<file path="src/core/bus_router_map.svh">
// Register map, field positions and selector code layout of the bus router.
// Safe to include from any file.
`ifndef BUS_ROUTER_MAP_SVH
`define BUS_ROUTER_MAP_SVH

// Sizes
`define MAX_CH 4
`define NUM_LINES 3
`define SEL_W 8
`define FN_W 5
`define SRC_W 32
`define IRQ_W 5
`define ADDR_W 12

// Register offsets (byte addresses)
`define OFS_CTRL 12'h000
`define OFS_STAT 12'h004
`define OFS_IRQ_STAT 12'h008
`define OFS_IRQ_MASK 12'h00C
`define OFS_IN_SEL 12'h010
`define OFS_OUT_SEL 12'h01C
`define OFS_IN_ACT 12'h028
`define OFS_OUT_ACT 12'h034
`define SEL_SPAN 12'h00C

// Control, status and interrupt fields
`define CTRL_SOFT_RST 0
`define STAT_LINES 0
`define STAT_AVAIL 3
`define STAT_HF_UNIT 4
`define STAT_DIST 5
`define STAT_STOPPED 6
`define STAT_PENDING 7
`define IRQ_LINE 0
`define IRQ_REJECT 3
`define IRQ_APPLIED 4
`define PIN_HF_UNIT 0
`define PIN_DIST 1

// Selector code limits and per-channel block bases (channel stride 2**FN_W)
`define IN_MAX_4CH 8'h84
`define IN_MAX_2CH 8'h45
`define OUT_MAX_4CH 8'h96
`define OUT_MAX_2CH 8'h57
`define IN_CH_BASE 8'h10
`define OUT_CH_BASE 8'h20
`define STS_ERR_HI 13

// Input functions
`define FN_BANK 1
`define FN_RUN 3
`define FN_STOP 4
`define FN_MAN 5
`define FN_REM 6
`define FN_MAX 8'h06

// All-channel output sources
`define SRC_CTRL_ERR 1
`define SRC_ALL_OR 2
`define SRC_ALL_AND 3
`define SRC_ALM_OR 4
`define SRC_ALM_AND 7
`define SRC_INERR_OR 10
`define SRC_REMERR_OR 11
`define SRC_BRK_OR 12
`define SRC_SHORT_OR 13
`define SRC_OVER_OR 14
`define SRC_EVENT 15
`define SRC_LINE 19
`define SRC_ALL_MAX 8'h15

// Per-channel output sources
`define PS_ALM 1
`define PS_ALL_OR 4
`define PS_ALL_AND 5
`define PS_INERR 6
`define PS_REMERR 7
`define PS_HTR_BRK 8
`define PS_HTR_SHORT 9
`define PS_HTR_OVER 10
`define PS_BANK 11
`define PS_RUN 13
`define PS_MAN 14
`define PS_REM 15
`define PS_MAX 8'h0F

`endif

</file>
<file path="src/core/bus_router_pkg.sv">
// Types of the internal bus signal router.
// Assumes the map header sits beside it on the include path.
package bus_router_pkg;
`include "bus_router_map.svh"

    // Per-channel state offered by the controller core
    typedef struct packed {
        logic [2:0] alarm;
        logic in_err;
        logic remote_err;
        logic heater_break_alarm;
        logic heater_short_alarm;
        logic heater_overcurrent_alarm;
        logic [1:0] bank;
        logic running;
        logic manual;
        logic remote_setpoint;
    } chan_stat_t;

    // Per-channel control taken from the shared lines
    typedef struct packed {
        logic [1:0] bank_en;
        logic [1:0] bank;
        logic run_en;
        logic run;
        logic man_en;
        logic man;
        logic rem_en;
        logic rem;
    } chan_ctl_t;

    // Decoded selector code
    typedef struct packed {
        logic all;
        logic [1:0] ch;
        logic [`FN_W-1:0] fn;
    } sel_dec_t;

    // Whole state of the router
    typedef struct packed {
        logic [`NUM_LINES-1:0] ln_s1;
        logic [`NUM_LINES-1:0] ln_s2;
        logic [`NUM_LINES-1:0] ln_prev;
        logic [3:0] ev_s1;
        logic [3:0] ev_s2;
        logic [1:0] pin_s1;
        logic [1:0] pin_s2;
        logic [`NUM_LINES-1:0][`SEL_W-1:0] in_pend;
        logic [`NUM_LINES-1:0][`SEL_W-1:0] out_pend;
        logic [`NUM_LINES-1:0][`SEL_W-1:0] in_act;
        logic [`NUM_LINES-1:0][`SEL_W-1:0] out_act;
        logic [`IRQ_W-1:0] irq_stat;
        logic [`IRQ_W-1:0] irq_mask;
        logic [31:0] rdata;
        logic err;
        logic [`NUM_LINES-1:0] drv;
        logic [`NUM_LINES-1:0] drv_en;
        chan_ctl_t [`MAX_CH-1:0] ctl;
    } state_t;

endpackage : bus_router_pkg

</file>
<file path="src/core/internal_bus_signal_router.sv">
// Internal bus signal router: three shared lines, output and input selectors,
// APB register file with interrupt.
// Assumes pins arrive asynchronous; channel status and stop flag on pclk.
//
// Operation
// Three shared lines, three output and three input selectors per unit.
// Input functions only with high-function unit and not over distributed link.
// Lines one and two appear at the end unit's auxiliary outputs.
// A driving unit reads its own line back as input.
// Event inputs and auxiliary outputs are linkable through the lines.
// Input selector: disabled, bank bits, run/stop both senses, auto/manual, setpoint.
// Channels three and four exist only on the four-channel variant.
// All-channel output sources: errors, alarm ORs/ANDs, events, bus inputs.
// Per-channel output sources: alarms, errors, heater alarms, bank, modes.
// Controller error is the OR of status word A bits 0 to 13.
// Input selector code range 0-132 or 0-69, default 0.
// Output selector code range 0-150 or 0-87, default 0.
// Selectors written only while stopped; applied at soft reset or power-on.
// Configuring party disables all selectors before writing new codes.
// Configuring party keeps selectors consistent across all units.
// Bank number from bank bit 1 high and bit 0 low.
// Bank change on a line switches all linked units together.
// Level input functions follow the present line level.
`timescale 1ns/100ps
`default_nettype none
`include "bus_router_map.svh"

module internal_bus_signal_router
    import bus_router_pkg::*;
#(
    parameter int NUM_CH = 4
) (
    input wire logic pclk,
    input wire logic presetn,
    input wire logic psel,
    input wire logic penable,
    input wire logic pwrite,
    input wire logic [`ADDR_W-1:0] paddr,
    input wire logic [31:0] pwdata,
    output logic [31:0] prdata,
    output logic pready,
    output logic pslverr,
    input wire logic [`NUM_LINES-1:0] line_in,
    output logic [`NUM_LINES-1:0] line_out,
    output logic [`NUM_LINES-1:0] line_oe_n,
    output logic aux_output_first,
    output logic aux_output_second,
    input wire logic high_function_unit_present,
    input wire logic distributed_link,
    input wire logic op_stopped,
    input wire logic [3:0] event_in,
    input wire logic [15:0] dev_status_a,
    input wire chan_stat_t [`MAX_CH-1:0] chan_stat,
    output chan_ctl_t [`MAX_CH-1:0] chan_ctl,
    output logic irq
);

    // ------------------------------------------------------------
    // Limits and helpers
    // ------------------------------------------------------------
    localparam logic [`SEL_W-1:0] IN_MAX = (NUM_CH > 2) ? `IN_MAX_4CH : `IN_MAX_2CH;
    localparam logic [`SEL_W-1:0] OUT_MAX = (NUM_CH > 2) ? `OUT_MAX_4CH : `OUT_MAX_2CH;

    // Split a selector code into all-channel or channel plus function
    function automatic sel_dec_t decode_sel(input logic [`SEL_W-1:0] code,
                                            input logic [`SEL_W-1:0] base,
                                            input logic [`SEL_W-1:0] all_max,
                                            input logic [`SEL_W-1:0] fn_max);
        sel_dec_t d;
        logic [`SEL_W-1:0] off;
        d = '0;
        off = code - base;
        if (code != '0 && code <= all_max) begin
            d.all = 1'b1;
            d.fn = code[`FN_W-1:0];
        end else if (code > base && int'(off[`SEL_W-1:`FN_W]) < NUM_CH
                     && off[`FN_W-1:0] != '0 && off[`FN_W-1:0] <= fn_max[`FN_W-1:0]) begin
            d.ch = off[`FN_W+1:`FN_W];
            d.fn = off[`FN_W-1:0];
        end
        return d;
    endfunction : decode_sel

    // Per-channel output source vector
    function automatic logic [`SRC_W-1:0] chan_src(input chan_stat_t s);
        logic [`SRC_W-1:0] v;
        v = '0;
        v[`PS_ALM +: 3] = s.alarm;
        v[`PS_ALL_OR] = |s.alarm;
        v[`PS_ALL_AND] = &s.alarm;
        v[`PS_INERR] = s.in_err;
        v[`PS_REMERR] = s.remote_err;
        v[`PS_HTR_BRK] = s.heater_break_alarm;
        v[`PS_HTR_SHORT] = s.heater_short_alarm;
        v[`PS_HTR_OVER] = s.heater_overcurrent_alarm;
        v[`PS_BANK +: 2] = s.bank;
        v[`PS_RUN] = s.running;
        v[`PS_MAN] = s.manual;
        v[`PS_REM] = s.remote_setpoint;
        return v;
    endfunction : chan_src

    // Hit and word index in a bank of three selector words
    function automatic logic [2:0] bank_hit(input logic [`ADDR_W-1:0] a,
                                            input logic [`ADDR_W-1:0] base);
        logic [`ADDR_W-1:0] off;
        off = a - base;
        return {(a >= base) && (off < `SEL_SPAN) && (a[1:0] == 2'h0), off[3:2]};
    endfunction : bank_hit

    // ------------------------------------------------------------
    // Output source evaluation
    // ------------------------------------------------------------
    logic [`MAX_CH-1:0][`SRC_W-1:0] ch_src;
    logic [`SRC_W-1:0] ps_or;
    logic [`SRC_W-1:0] ps_and;
    logic [`SRC_W-1:0] all_src;
    state_t s_r;
    state_t s_nxt;

    // Channel sources and their OR/AND over present channels
    always_comb begin
        ps_or = '0;
        ps_and = '1;
        all_src = '0;
        for (int c = 0; c < `MAX_CH; c++) begin
            ch_src[c] = chan_src(chan_stat[c]);
            if (c < NUM_CH) begin
                ps_or = ps_or | ch_src[c];
                ps_and = ps_and & ch_src[c];
            end
        end
        all_src[`SRC_CTRL_ERR] = |dev_status_a[`STS_ERR_HI:0];
        all_src[`SRC_ALL_OR] = ps_or[`PS_ALL_OR];
        all_src[`SRC_ALL_AND] = ps_and[`PS_ALL_AND];
        for (int k = 0; k < 3; k++) begin
            all_src[`SRC_ALM_OR + k] = ps_or[`PS_ALM + k];
            all_src[`SRC_ALM_AND + k] = ps_and[`PS_ALM + k];
            all_src[`SRC_LINE + k] = s_r.ln_s2[k];
        end
        all_src[`SRC_INERR_OR] = ps_or[`PS_INERR];
        all_src[`SRC_REMERR_OR] = ps_or[`PS_REMERR];
        all_src[`SRC_BRK_OR] = ps_or[`PS_HTR_BRK];
        all_src[`SRC_SHORT_OR] = ps_or[`PS_HTR_SHORT];
        all_src[`SRC_OVER_OR] = ps_or[`PS_HTR_OVER];
        for (int k = 0; k < 4; k++) begin
            all_src[`SRC_EVENT + k] = s_r.ev_s2[k];
        end
    end

    // ------------------------------------------------------------
    // Next state: sync, routing, registers
    // ------------------------------------------------------------
    logic setup;
    logic access;
    logic avail;
    logic [2:0] h_in;
    logic [2:0] h_out;
    logic [2:0] h_in_act;
    logic [2:0] h_out_act;
    logic [`SEL_W-1:0] wcode;

    assign setup = psel & ~penable;
    assign access = psel & penable;
    assign avail = s_r.pin_s2[`PIN_HF_UNIT] & ~s_r.pin_s2[`PIN_DIST];
    assign h_in = bank_hit(paddr, `OFS_IN_SEL);
    assign h_out = bank_hit(paddr, `OFS_OUT_SEL);
    assign h_in_act = bank_hit(paddr, `OFS_IN_ACT);
    assign h_out_act = bank_hit(paddr, `OFS_OUT_ACT);
    assign wcode = pwdata[`SEL_W-1:0];

    always_comb begin
        sel_dec_t d;
        logic [31:0] rd;
        logic [`IRQ_W-1:0] set;
        logic [`IRQ_W-1:0] clr;
        logic bad;
        d = '0;
        rd = '0;
        set = '0;
        clr = '0;
        bad = 1'b0;
        s_nxt = s_r;

        // Two-stage synchronisers for pins and shared lines
        s_nxt.ln_s1 = line_in;
        s_nxt.ln_s2 = s_r.ln_s1;
        s_nxt.ln_prev = s_r.ln_s2;
        s_nxt.ev_s1 = event_in;
        s_nxt.ev_s2 = s_r.ev_s1;
        s_nxt.pin_s1 = {distributed_link, high_function_unit_present};
        s_nxt.pin_s2 = s_r.pin_s1;
        set[`IRQ_LINE +: `NUM_LINES] = s_r.ln_s2 ^ s_r.ln_prev;

        // Drive each line from its active output selector
        for (int i = 0; i < `NUM_LINES; i++) begin
            d = decode_sel(s_r.out_act[i], `OUT_CH_BASE, `SRC_ALL_MAX, `PS_MAX);
            s_nxt.drv_en[i] = (d.fn != '0);
            s_nxt.drv[i] = d.all ? all_src[d.fn] : ch_src[d.ch][d.fn];
        end

        // Input functions follow present line levels, on all channels or on the one channel coded
        s_nxt.ctl = '0;
        for (int i = 0; i < `NUM_LINES; i++) begin
            d = decode_sel(s_r.in_act[i], `IN_CH_BASE, `FN_MAX, `FN_MAX);
            for (int c = 0; c < NUM_CH; c++) begin
                if (avail && d.fn != '0 && (d.all || int'(d.ch) == c)) begin
                    unique case (int'(d.fn))
                        `FN_BANK, `FN_BANK + 1: begin
                            s_nxt.ctl[c].bank_en[d.fn == `FN_BANK + 1] = 1'b1;
                            s_nxt.ctl[c].bank[d.fn == `FN_BANK + 1] = s_r.ln_s2[i];
                        end
                        `FN_RUN: begin
                            s_nxt.ctl[c].run_en = 1'b1;
                            s_nxt.ctl[c].run = s_r.ln_s2[i];
                        end
                        `FN_STOP: begin
                            s_nxt.ctl[c].run_en = 1'b1;
                            s_nxt.ctl[c].run = ~s_r.ln_s2[i];
                        end
                        `FN_MAN: begin
                            s_nxt.ctl[c].man_en = 1'b1;
                            s_nxt.ctl[c].man = s_r.ln_s2[i];
                        end
                        `FN_REM: begin
                            s_nxt.ctl[c].rem_en = 1'b1;
                            s_nxt.ctl[c].rem = s_r.ln_s2[i];
                        end
                        default: begin
                        end
                    endcase
                end
            end
        end

        // Setup phase: read data and error for this access
        if (h_in[2]) begin
            rd[`SEL_W-1:0] = s_r.in_pend[h_in[1:0]];
            bad = pwrite && (!op_stopped || wcode > IN_MAX);
        end else if (h_out[2]) begin
            rd[`SEL_W-1:0] = s_r.out_pend[h_out[1:0]];
            bad = pwrite && (!op_stopped || wcode > OUT_MAX);
        end else if (h_in_act[2]) begin
            rd[`SEL_W-1:0] = s_r.in_act[h_in_act[1:0]];
        end else if (h_out_act[2]) begin
            rd[`SEL_W-1:0] = s_r.out_act[h_out_act[1:0]];
        end else if (paddr == `OFS_STAT) begin
            rd[`STAT_LINES +: `NUM_LINES] = s_r.ln_s2;
            rd[`STAT_AVAIL] = avail;
            rd[`STAT_HF_UNIT] = s_r.pin_s2[`PIN_HF_UNIT];
            rd[`STAT_DIST] = s_r.pin_s2[`PIN_DIST];
            rd[`STAT_STOPPED] = op_stopped;
            rd[`STAT_PENDING] = (s_r.in_pend != s_r.in_act) || (s_r.out_pend != s_r.out_act);
        end else if (paddr == `OFS_IRQ_STAT) begin
            rd[`IRQ_W-1:0] = s_r.irq_stat;
        end else if (paddr == `OFS_IRQ_MASK) begin
            rd[`IRQ_W-1:0] = s_r.irq_mask;
        end else if (paddr != `OFS_CTRL) begin
            bad = 1'b1;
        end
        if (setup) begin
            s_nxt.rdata = pwrite ? '0 : rd;
            s_nxt.err = bad;
        end

        // Access phase: writes take effect
        if (access && pwrite && !s_r.err) begin
            if (h_in[2]) begin
                s_nxt.in_pend[h_in[1:0]] = wcode;
            end else if (h_out[2]) begin
                s_nxt.out_pend[h_out[1:0]] = wcode;
            end else if (paddr == `OFS_IRQ_STAT) begin
                clr = pwdata[`IRQ_W-1:0];
            end else if (paddr == `OFS_IRQ_MASK) begin
                s_nxt.irq_mask = pwdata[`IRQ_W-1:0];
            end else if (paddr == `OFS_CTRL && pwdata[`CTRL_SOFT_RST]) begin
                s_nxt.in_act = s_r.in_pend;
                s_nxt.out_act = s_r.out_pend;
                set[`IRQ_APPLIED] = 1'b1;
            end
        end
        if (access && pwrite && s_r.err && (h_in[2] || h_out[2])) begin
            set[`IRQ_REJECT] = 1'b1;
        end

        // Sticky status, set wins over clear
        s_nxt.irq_stat = (s_r.irq_stat & ~clr) | set;
    end

    // ------------------------------------------------------------
    // State register
    // ------------------------------------------------------------
    // Power-on clears all selectors to disabled
    always_ff @(posedge pclk or negedge presetn) begin
        if (!presetn) begin
            s_r <= '0;
        end else begin
            s_r <= s_nxt;
        end
    end

    // ------------------------------------------------------------
    // Outputs
    // ------------------------------------------------------------
    // Bus answer, zero wait states
    assign pready = 1'b1;
    assign prdata = s_r.rdata;
    assign pslverr = access & s_r.err;

    // Shared lines and end unit auxiliary outputs
    assign line_out = s_r.drv;
    assign line_oe_n = ~s_r.drv_en;
    assign aux_output_first = s_r.ln_s2[0];
    assign aux_output_second = s_r.ln_s2[1];

    // Control to the channels and interrupt
    assign chan_ctl = s_r.ctl;
    assign irq = |(s_r.irq_stat & s_r.irq_mask);

endmodule : internal_bus_signal_router

`default_nettype wire

</file>
<file path="config.mk">
export PLATFORM = sky130hd
export DESIGN_NAME = internal_bus_signal_router
export DESIGN_NICKNAME = d
export VERILOG_FILES = /design/src/core/bus_router_pkg.sv /design/src/core/internal_bus_signal_router.sv
export VERILOG_INCLUDE_DIRS = /design/src /design/src/core
export SDC_FILE = /design/constraint.sdc
export NUM_CORES = 1
export LEC_CHECK = 0
export BUFFER_PORTS_ARGS = -buffer_cell sky130_fd_sc_hd__buf_4
export CAP_MARGIN = 20
export CORE_ASPECT_RATIO = 0.9
export CORE_MARGIN = 3
export CORE_UTILIZATION = 59
export DETAILED_ROUTE_END_ITERATION = 6
export GPL_TIMING_DRIVEN = 0
export PLACE_DENSITY = 0.93
export SYNTH_ARGS = -nofsm -noshare
export SYNTH_HDL_FRONTEND = slang
export SYNTH_SLANG_ARGS = --single-unit
</file>
<file path="constraint.sdc">
create_clock -name pclk -period 4.45 [get_ports pclk]
set_clock_uncertainty 0.2 [all_clocks]
set_input_delay 0.2225 -clock pclk [delete_from_list [all_inputs] [get_ports pclk]]
set_output_delay 0.2225 -clock pclk [all_outputs]
set_load 0.02 [all_outputs]
</file>
==> flow_summary.toml, run 1 <==
[run_status]
outcome = "complete, but fails checks"
violated_checks = "DRC"

[clocking]
cts_setup_buffers = 0
clock-sinks = 182
cts.root.buffer_cell = "sky130_fd_sc_hd__clkbuf_16"
clk_latency_worst_skew_pair_ns = 0.45
ctsHtreeMaxLevel = 4
ctsLongestPathBuffers = 2
number_of_buffers_added_by_the_clock_tree_synthesis_step = 17
tritoncts = "built"
clk_pin_slew_ns = 0.08

[logic_synthesis]
yosys.area_share.adder_pct = 1.609
synth_top_cell_area_share_pct = 32.54
post_synth_num_cell_types = 91
synthArstFlopShare_pct = 100.0
part_of_the_yosys_area_used_for_sequential_elements_pct = 32.54
synth_compound_area_share_pct = 18.85
synth-seq-cells = 182
synth_top_family_by_area = "compound AO/OA/AOI/OAI gates"
mux_share_of_post_synthesis_cell_area_pct = 16.44
syn-instance-count = 1567
synth_edf_count = 0
post_synth_main_area_contributors = "sky130_fd_sc_hd__dfrtp_1 33%, sky130_fd_sc_hd__mux2_2 10%, sky130_fd_sc_hd__mux2i_1 5.6%"
syn_area_sq_mm = 0.01400
yosysTopAreaCell = "sky130_fd_sc_hd__dfrtp_1"
synth_warnings = 0
synth-main-ff-cell = "sky130_fd_sc_hd__dfrtp_1"
synth.avg_cell_area_sq_um = 8.932
synthSimpleGateAreaFrac_pct = 18.43
post_synth_xor_area_fraction_pct = 3.630

[pwr]
power_density_mw_per_mm2 = 228.3
power_uw = 3766
static-leakage-power_uw = 0.007370
maximum_vdd_drop_mv = 0.2516

[grt]
grt_antenna_before_repair = 0
grt_overflow_total = 0
groute.layer.met1.usage_pct = 53.19
grt.met2_usage_pct = 55.02
globalRoute.busiestLayer = "met2"
grt_use_met3_pct = 13.25
grt_first_pass_wirelength_microns = 76770
grt_pass1_vias = 13340
groute.usage.overall_pct = 37.98
grt_start_max_net_pins = 132

[worst_setup_path]
timing.critical_path.required_ns = 4.58
setup.worst_path.end_class = "flop"
cp_common_cell = "sky130_fd_sc_hd__buf_1"
worst_r2r_endpoint = "line_out[2]"
rrSetupSlack_ns = 0.07
worst-path-max-fanout = 12
worstPathCellList = "buf_4 -> buf_1 -> inv_1 -> buf_1 -> ha_1 -> clkbuf_1 -> nor3_1 -> nand3_1 -> buf_1 -> buf_1 -> mux2_2"
data_arrival_time_of_the_worst_path_ns = 4.51
worst_r2r_startpoint = "s_r[110]"
cpMaxStageDelayCell = "sky130_fd_sc_hd__buf_1"
reg2regPathDepth = 12
critical_path_class = "in2reg"
slowest_delay_ns = 0.70
timing.critical_path.from_type = "input port"

[sta]
final_max_slew_viol_count = 0
hold_violations = 0
period_share_pct = 98.47
report.final.setup_viol = 0
period_needed_ns = 4.382
setup_ws_ns = 0.06790
timing_worst_slew_pin_value_ns = 1.276
grt_setup_unrepaired = "no"
maxSlewHeadroom_pct = 14.13
achievable-frequency_mhz = 228.2
setup_total_negative_slack_ns = 0
hold_slack_ns = 0.05470

[route]
routed_wirelength_microns = 50480
num_vias = 14310
drtPass1Iterations = 7
drt_iter0_markers = 2095
detail_route.wl_per_cell_microns = 24.12
drtAntennaViolNets = 0
drc = 2
avgViaCountPerCell = 6.838

[cells_and_area]
final_cells = 2093
syn_to_final_growth_pct = 17.89
final.fill_count = 1645
layout_commonest_cell = "sky130_fd_sc_hd__buf_4"
most_used_cells_in_the_layout_excluding_fill_and_tap_cells = "230 x sky130_fd_sc_hd__buf_4, 182 x sky130_fd_sc_hd__dfrtp_1, 142 x sky130_fd_sc_hd__nand2_1"
design.final.nets = 1927
post_route_cells_drive_above_1_share_pct = 25.35

[floorplanning]
dieArea_sq_mm = 0.02561
initial_utilization_pct = 61.11
floorplan.die.height_microns = 152.1
floorplan.io_pins = 210
die_width_microns = 168.4
placeableCoreArea_sq_mm = 0.02290
rows = 52

[placed_design]
place.gp.congestion = 1.070
io_buffers = 152
place.detailed.instances = 2040
dp_slack_ns = -0.2587
place_hpwl_microns = 37270

[hold_path]
min_path_type = "in2async"

[job]
drv_cap = 0
==> worst max-delay path: cells and delay by family <==
family                   cells  cell delay [ns]
multiplexers                 1             0.44
AND/OR/NAND/NOR              2             0.31
adder cells (fa/ha/maj)      1             0.30
buffers and inverters        7             3.23
==> metal layers <==
metal  wire length (microns)  vias up
met2                   21270     1163
met5                       0        -
li1                        -     6132
met4                    2111        0
met1                   19690     6798
met3                    7408      219
==> through the flow <==
step	util (%)	cell area, sq um
3_5_place_dp	68.25	15630
4_1_cts	71.97	16480
5_1_grt	72.03	16500
2_1_floorplan	-	14080
3_3_place_gp	68.09	15600
6_report	72.04	16500
==> what timing repair did <==
item                       4_1_cts  5_1_grt
hold buffers                    20        0
gates resized for setup          0        3
setup endpoints to repair        0        6
hold endpoints to repair        92        0
==> synth_stat cells, types with 11 or more instances <==
master                     instances
sky130_fd_sc_hd__nand3_1          33
sky130_fd_sc_hd__a31oi_1          33
sky130_fd_sc_hd__o31ai_1          14
sky130_fd_sc_hd__o21a_1           11
sky130_fd_sc_hd__ha_1             18
sky130_fd_sc_hd__or3_1            15
sky130_fd_sc_hd__nand2b_1         17
sky130_fd_sc_hd__mux2_2          125
sky130_fd_sc_hd__a22oi_1          24
sky130_fd_sc_hd__o211ai_1         11
sky130_fd_sc_hd__nor2_1          117
sky130_fd_sc_hd__inv_1            39
sky130_fd_sc_hd__a21oi_1          72
sky130_fd_sc_hd__and3_1           21
sky130_fd_sc_hd__a221o_1          13
sky130_fd_sc_hd__buf_4            79
sky130_fd_sc_hd__nand4_1          26
sky130_fd_sc_hd__or2_2            11
sky130_fd_sc_hd__nor2b_1          14
sky130_fd_sc_hd__nor4_1           17
sky130_fd_sc_hd__a211oi_1         16
sky130_fd_sc_hd__buf_2            21
sky130_fd_sc_hd__a221oi_1         18
sky130_fd_sc_hd__nand2_1         142
sky130_fd_sc_hd__mux2i_1          78
sky130_fd_sc_hd__o21ai_0          50
sky130_fd_sc_hd__dfrtp_1         182
sky130_fd_sc_hd__nor3_1           37
sky130_fd_sc_hd__xnor2_1          54
sky130_fd_sc_hd__clkbuf_1         70
==> report_power, final <==
part | switching, uW | leakage, uW | total (uW) | internal, uW
logic | 273 | 0.00459 | 446 | 172
clock network | 838 | 0.000314 | 1630 | 795
registers | 17.5 | 0.00247 | 1690 | 1670
total | 1130 | 0.00737 | 3770 | 2640
==> final cells by class <==
type	instances	area, sq um	share of cell area [%]
Antenna cell	1	2.502	0.01517
Multi-Input combinational cell	1184	8358	50.66
Clock buffer	17	425.4	2.578
Tap cell	297	371.6	2.252
Timing Repair Buffer	175	1386	8.402
Sequential cell	182	4554	27.60
Buffer	182	1023	6.203
Inverter	40	150.1	0.9100
Clock inverter	15	227.7	1.380
==> worst max-delay path by stage <==
stage              from          end  depth (start not counted)
6_report       paddr[2]     s_r[101]                         11
5_1_grt        paddr[3]      s_r[46]                         13
4_1_cts        paddr[3]      s_r[46]                         13
3_5_place_dp   paddr[3]    prdata[5]                         13
3_3_place_gp   paddr[3]    prdata[5]                         13
2_1_floorplan  s_r[102]  line_out[1]                         11
==> state kept, by name, indices dropped and copies added (netlist names) <==
signal	cells
aux_output_second	1
s_r	115
s_nxt	9
chan_ctl	40
prdata	8
aux_output_first	1
all_src	5
line_out	3
==> kinds of logic after synthesis <==
group | after synthesis
compound gates | 366
xor+xnor | 58
fa+ha+maj | 18
buf+inv | 224
flops | 182
mux | 208
other cells | 2
simple gates | 509
No activity file was read; power rests on OpenSTA's default activity.
==> run 2, diff against run 1 <==
--- a/config.mk
+++ b/config.mk
@@ -14,6 +14,7 @@
 export DETAILED_ROUTE_END_ITERATION = 6
 export GPL_TIMING_DRIVEN = 0
 export PLACE_DENSITY = 0.93
+export RECOVER_POWER = 25
 export SYNTH_ARGS = -nofsm -noshare
 export SYNTH_HDL_FRONTEND = slang
 export SYNTH_SLANG_ARGS = --single-unit
==> run 2 against run 1 <==
Effect of this change: the flow finishes with violations (capacitance limit, slew limit); cell area down 0.74%; clock power hardly changed; global-route usage unchanged; sequential cell count stayed put; total power down 0.19%; routed wire length is 0.11% higher; clock-buffer cell count stayed put; maximum frequency rose by 0.21%; die area did not move; largest cell class unchanged.
==> flow_summary.toml, run 2 (synthesized netlist as in run 1, its figures left out) <==
[grt]
grt_overflow_total = 0
grt_start_max_net_pins = 132
groute.usage.overall_pct = 37.98
grt_pass1_vias = 13340
grt_first_pass_wirelength_microns = 76770
grt_antenna_before_repair = 0

[worst_setup_path]
cpMaxStageDelayCell = "sky130_fd_sc_hd__buf_1"
family_of_cells_with_the_greatest_summed_delay_on_the_critical_path = "buffers and inverters"
rrSetupSlack_ns = 0.11
timing.critical_path.from_type = "input port"
timing.critical_path.required_ns = 4.58
timing.critical_path.buf_inv = 7
setup.worst_path.end_class = "flop"
worst-path-max-fanout = 12
timing.critical_path.depth = 11
data_arrival_time_of_the_worst_path_ns = 4.50
reg2regPathDepth = 12
critical_path_class = "in2reg"
worstPathCellList = "buf_4 -> buf_1 -> inv_1 -> buf_1 -> ha_1 -> clkbuf_1 -> nor3_1 -> nand3_1 -> buf_1 -> buf_1 -> mux2_2"
cp_common_cell = "sky130_fd_sc_hd__buf_1"
slowest_delay_ns = 0.70

[sta]
period_needed_ns = 4.373
final_max_slew_viol_count = 53
period_share_pct = 98.27
hold_violations = 0
timing_worst_slew_pin_value_ns = 2.574
maxSlewHeadroom_pct = -71.59
grt_setup_unrepaired = "no"
report.final.setup_viol = 0
achievable-frequency_mhz = 228.7

[route]
detail_route.wl_per_cell_microns = 24.14
num_vias = 14280
drtPass1Iterations = 6
drt_iter0_markers = 2139
routed_wirelength_microns = 50530
drc = 0
drtAntennaViolNets = 0
avgViaCountPerCell = 6.822

[clocking]
ctsHtreeMaxLevel = 4
clk_latency_worst_skew_pair_ns = 0.45
clk_pin_slew_ns = 0.08
cts_setup_buffers = 0
clock-sinks = 182
ctsLongestPathBuffers = 2
number_of_buffers_added_by_the_clock_tree_synthesis_step = 17
cts.root.buffer_cell = "sky130_fd_sc_hd__clkbuf_16"
tritoncts = "built"

[floorplanning]
placeableCoreArea_sq_mm = 0.02290
floorplan.io_pins = 210
dieArea_sq_mm = 0.02561
initial_utilization_pct = 61.11
floorplan.die.height_microns = 152.1
die_width_microns = 168.4
rows = 52

[pwr]
power_density_mw_per_mm2 = 229.5
p_clk_share_pct = 43.4
power_spent_charging_and_discharging_nets_uw = 1125
maximum_vdd_drop_mv = 0.2526
seq_power_share_pct = 44.9
internal_cell_power_uw = 2633
static-leakage-power_uw = 0.007254
power_uw = 3759
power.share.switching_pct = 29.94
comb_power_share_pct = 11.7

[cells_and_area]
post_route_cells_drive_above_1_share_pct = 23.90
final.fill_count = 1679
register_area_sq_mm = 0.004554
multi_input_comb_area_sq_mm = 0.008358
most_used_cells_in_the_layout_excluding_fill_and_tap_cells = "196 x sky130_fd_sc_hd__buf_4, 182 x sky130_fd_sc_hd__dfrtp_1, 142 x sky130_fd_sc_hd__nand2_1"
syn_to_final_growth_pct = 17.02
stdcell_area_sq_mm = 0.01638
layout_commonest_cell = "sky130_fd_sc_hd__buf_4"
design.final.nets = 1927
max_flop_register = "s_r"
largest_reg_flops = 115

[run_status]
violated_checks = "capacitance limit, slew limit"
outcome = "complete, but fails checks"

[placed_design]
place_hpwl_microns = 37270
detailed_place.area_sq_mm = 0.01563
place.gp.congestion = 1.070
io_buffers = 152

[job]
drv_cap = 1

[hold_path]
min_path_type = "reg2reg"
hold-path-cell-count = 0
## run 2: cell types whose count changed in the layout (fill, tap and decap cells not counted)
| cell | change |
|---|---|
| sky130_fd_sc_hd__clkbuf_1 | +26 |
| sky130_fd_sc_hd__buf_6 | +1 |
| sky130_fd_sc_hd__buf_8 | -1 |
| sky130_fd_sc_hd__buf_16 | -1 |
| sky130_fd_sc_hd__clkbuf_4 | +9 |
| sky130_fd_sc_hd__buf_4 | -34 |
## run 2: power by group through the flow
stage          combinational (uW)  sequential (uW)  clock, uW
3_3_place_gp                  399             1720          0
5_1_grt                       461             1690       1700
2_1_floorplan                 193             1710          0
6_report                      441             1690       1630
3_5_place_dp                  408             1720          0
4_1_cts                       426             1690       1630
## run 2: worst reg2reg max path, stage by stage (launching register included)
cell and delay [ns]:
sky130_fd_sc_hd__dfrtp_1 0.37, sky130_fd_sc_hd__clkbuf_1 0.27, sky130_fd_sc_hd__inv_1 0.16, sky130_fd_sc_hd__clkbuf_1 0.44
sky130_fd_sc_hd__ha_1 0.28, sky130_fd_sc_hd__and2_1 0.18, sky130_fd_sc_hd__a21oi_1 0.11, sky130_fd_sc_hd__o22ai_2 0.55
sky130_fd_sc_hd__clkbuf_1 0.49, sky130_fd_sc_hd__a211oi_1 0.13, sky130_fd_sc_hd__o311ai_0 0.59, sky130_fd_sc_hd__nand4_1 0.17
sky130_fd_sc_hd__o221a_2 0.29
## run 2: path summary, 6_finish.rpt
path,to,from
hold / removal,aux_output_first,s_nxt[200]
setup / recovery,s_r[101],paddr[2]
setup reg to reg,line_out[2],s_r[110]
hold reg to reg,aux_output_first,s_nxt[200]
min in group asynchronous,chan_ctl[18],presetn
max in group asynchronous,s_r[143],presetn
## run 2: area by class of cell
class / count / area share, %
Antenna cell: 1 / 0.01528
Buffer: 182 / 6.249
Clock buffer: 17 / 2.597
Clock inverter: 15 / 1.390
Inverter: 40 / 0.9167
Multi-Input combinational cell: 1184 / 51.03
Sequential cell: 182 / 27.81
Tap cell: 297 / 2.269
Timing Repair Buffer: 175 / 7.723
## run 2: repair_timing
item | in CTS | in global routing
hold buffers | 20 | 0
endpoints found under the hold margin | 92 | 0
endpoints found under the setup margin | 0 | 6
gates resized for setup | 0 | 3
## run 2: layer usage
metal	track usage, %	vias to the layer above	share of wire (%)
li1	-	6137	-
met1	53.19	6705	39
met2	55.02	1216	42
met3	13.25	220	15
met4	13.13	0	4.2
met5	0	-	0
## run 2: stage by stage
step	setup TNS [ns]	hold WS (ns)	setup slack, ns	std cells	util (%)
floorplan	0	-0.2731	0.9237	1590	-
global placement	-0.4127	0.1314	-0.1510	2039	68.09
detailed placement	-1.630	-0.04826	-0.2587	2040	68.25
CTS	0	0.07132	0.04661	2092	71.97
global route	0	0.1570	0.04870	2092	71.50
finish	0	0.1498	0.07712	2093	71.51
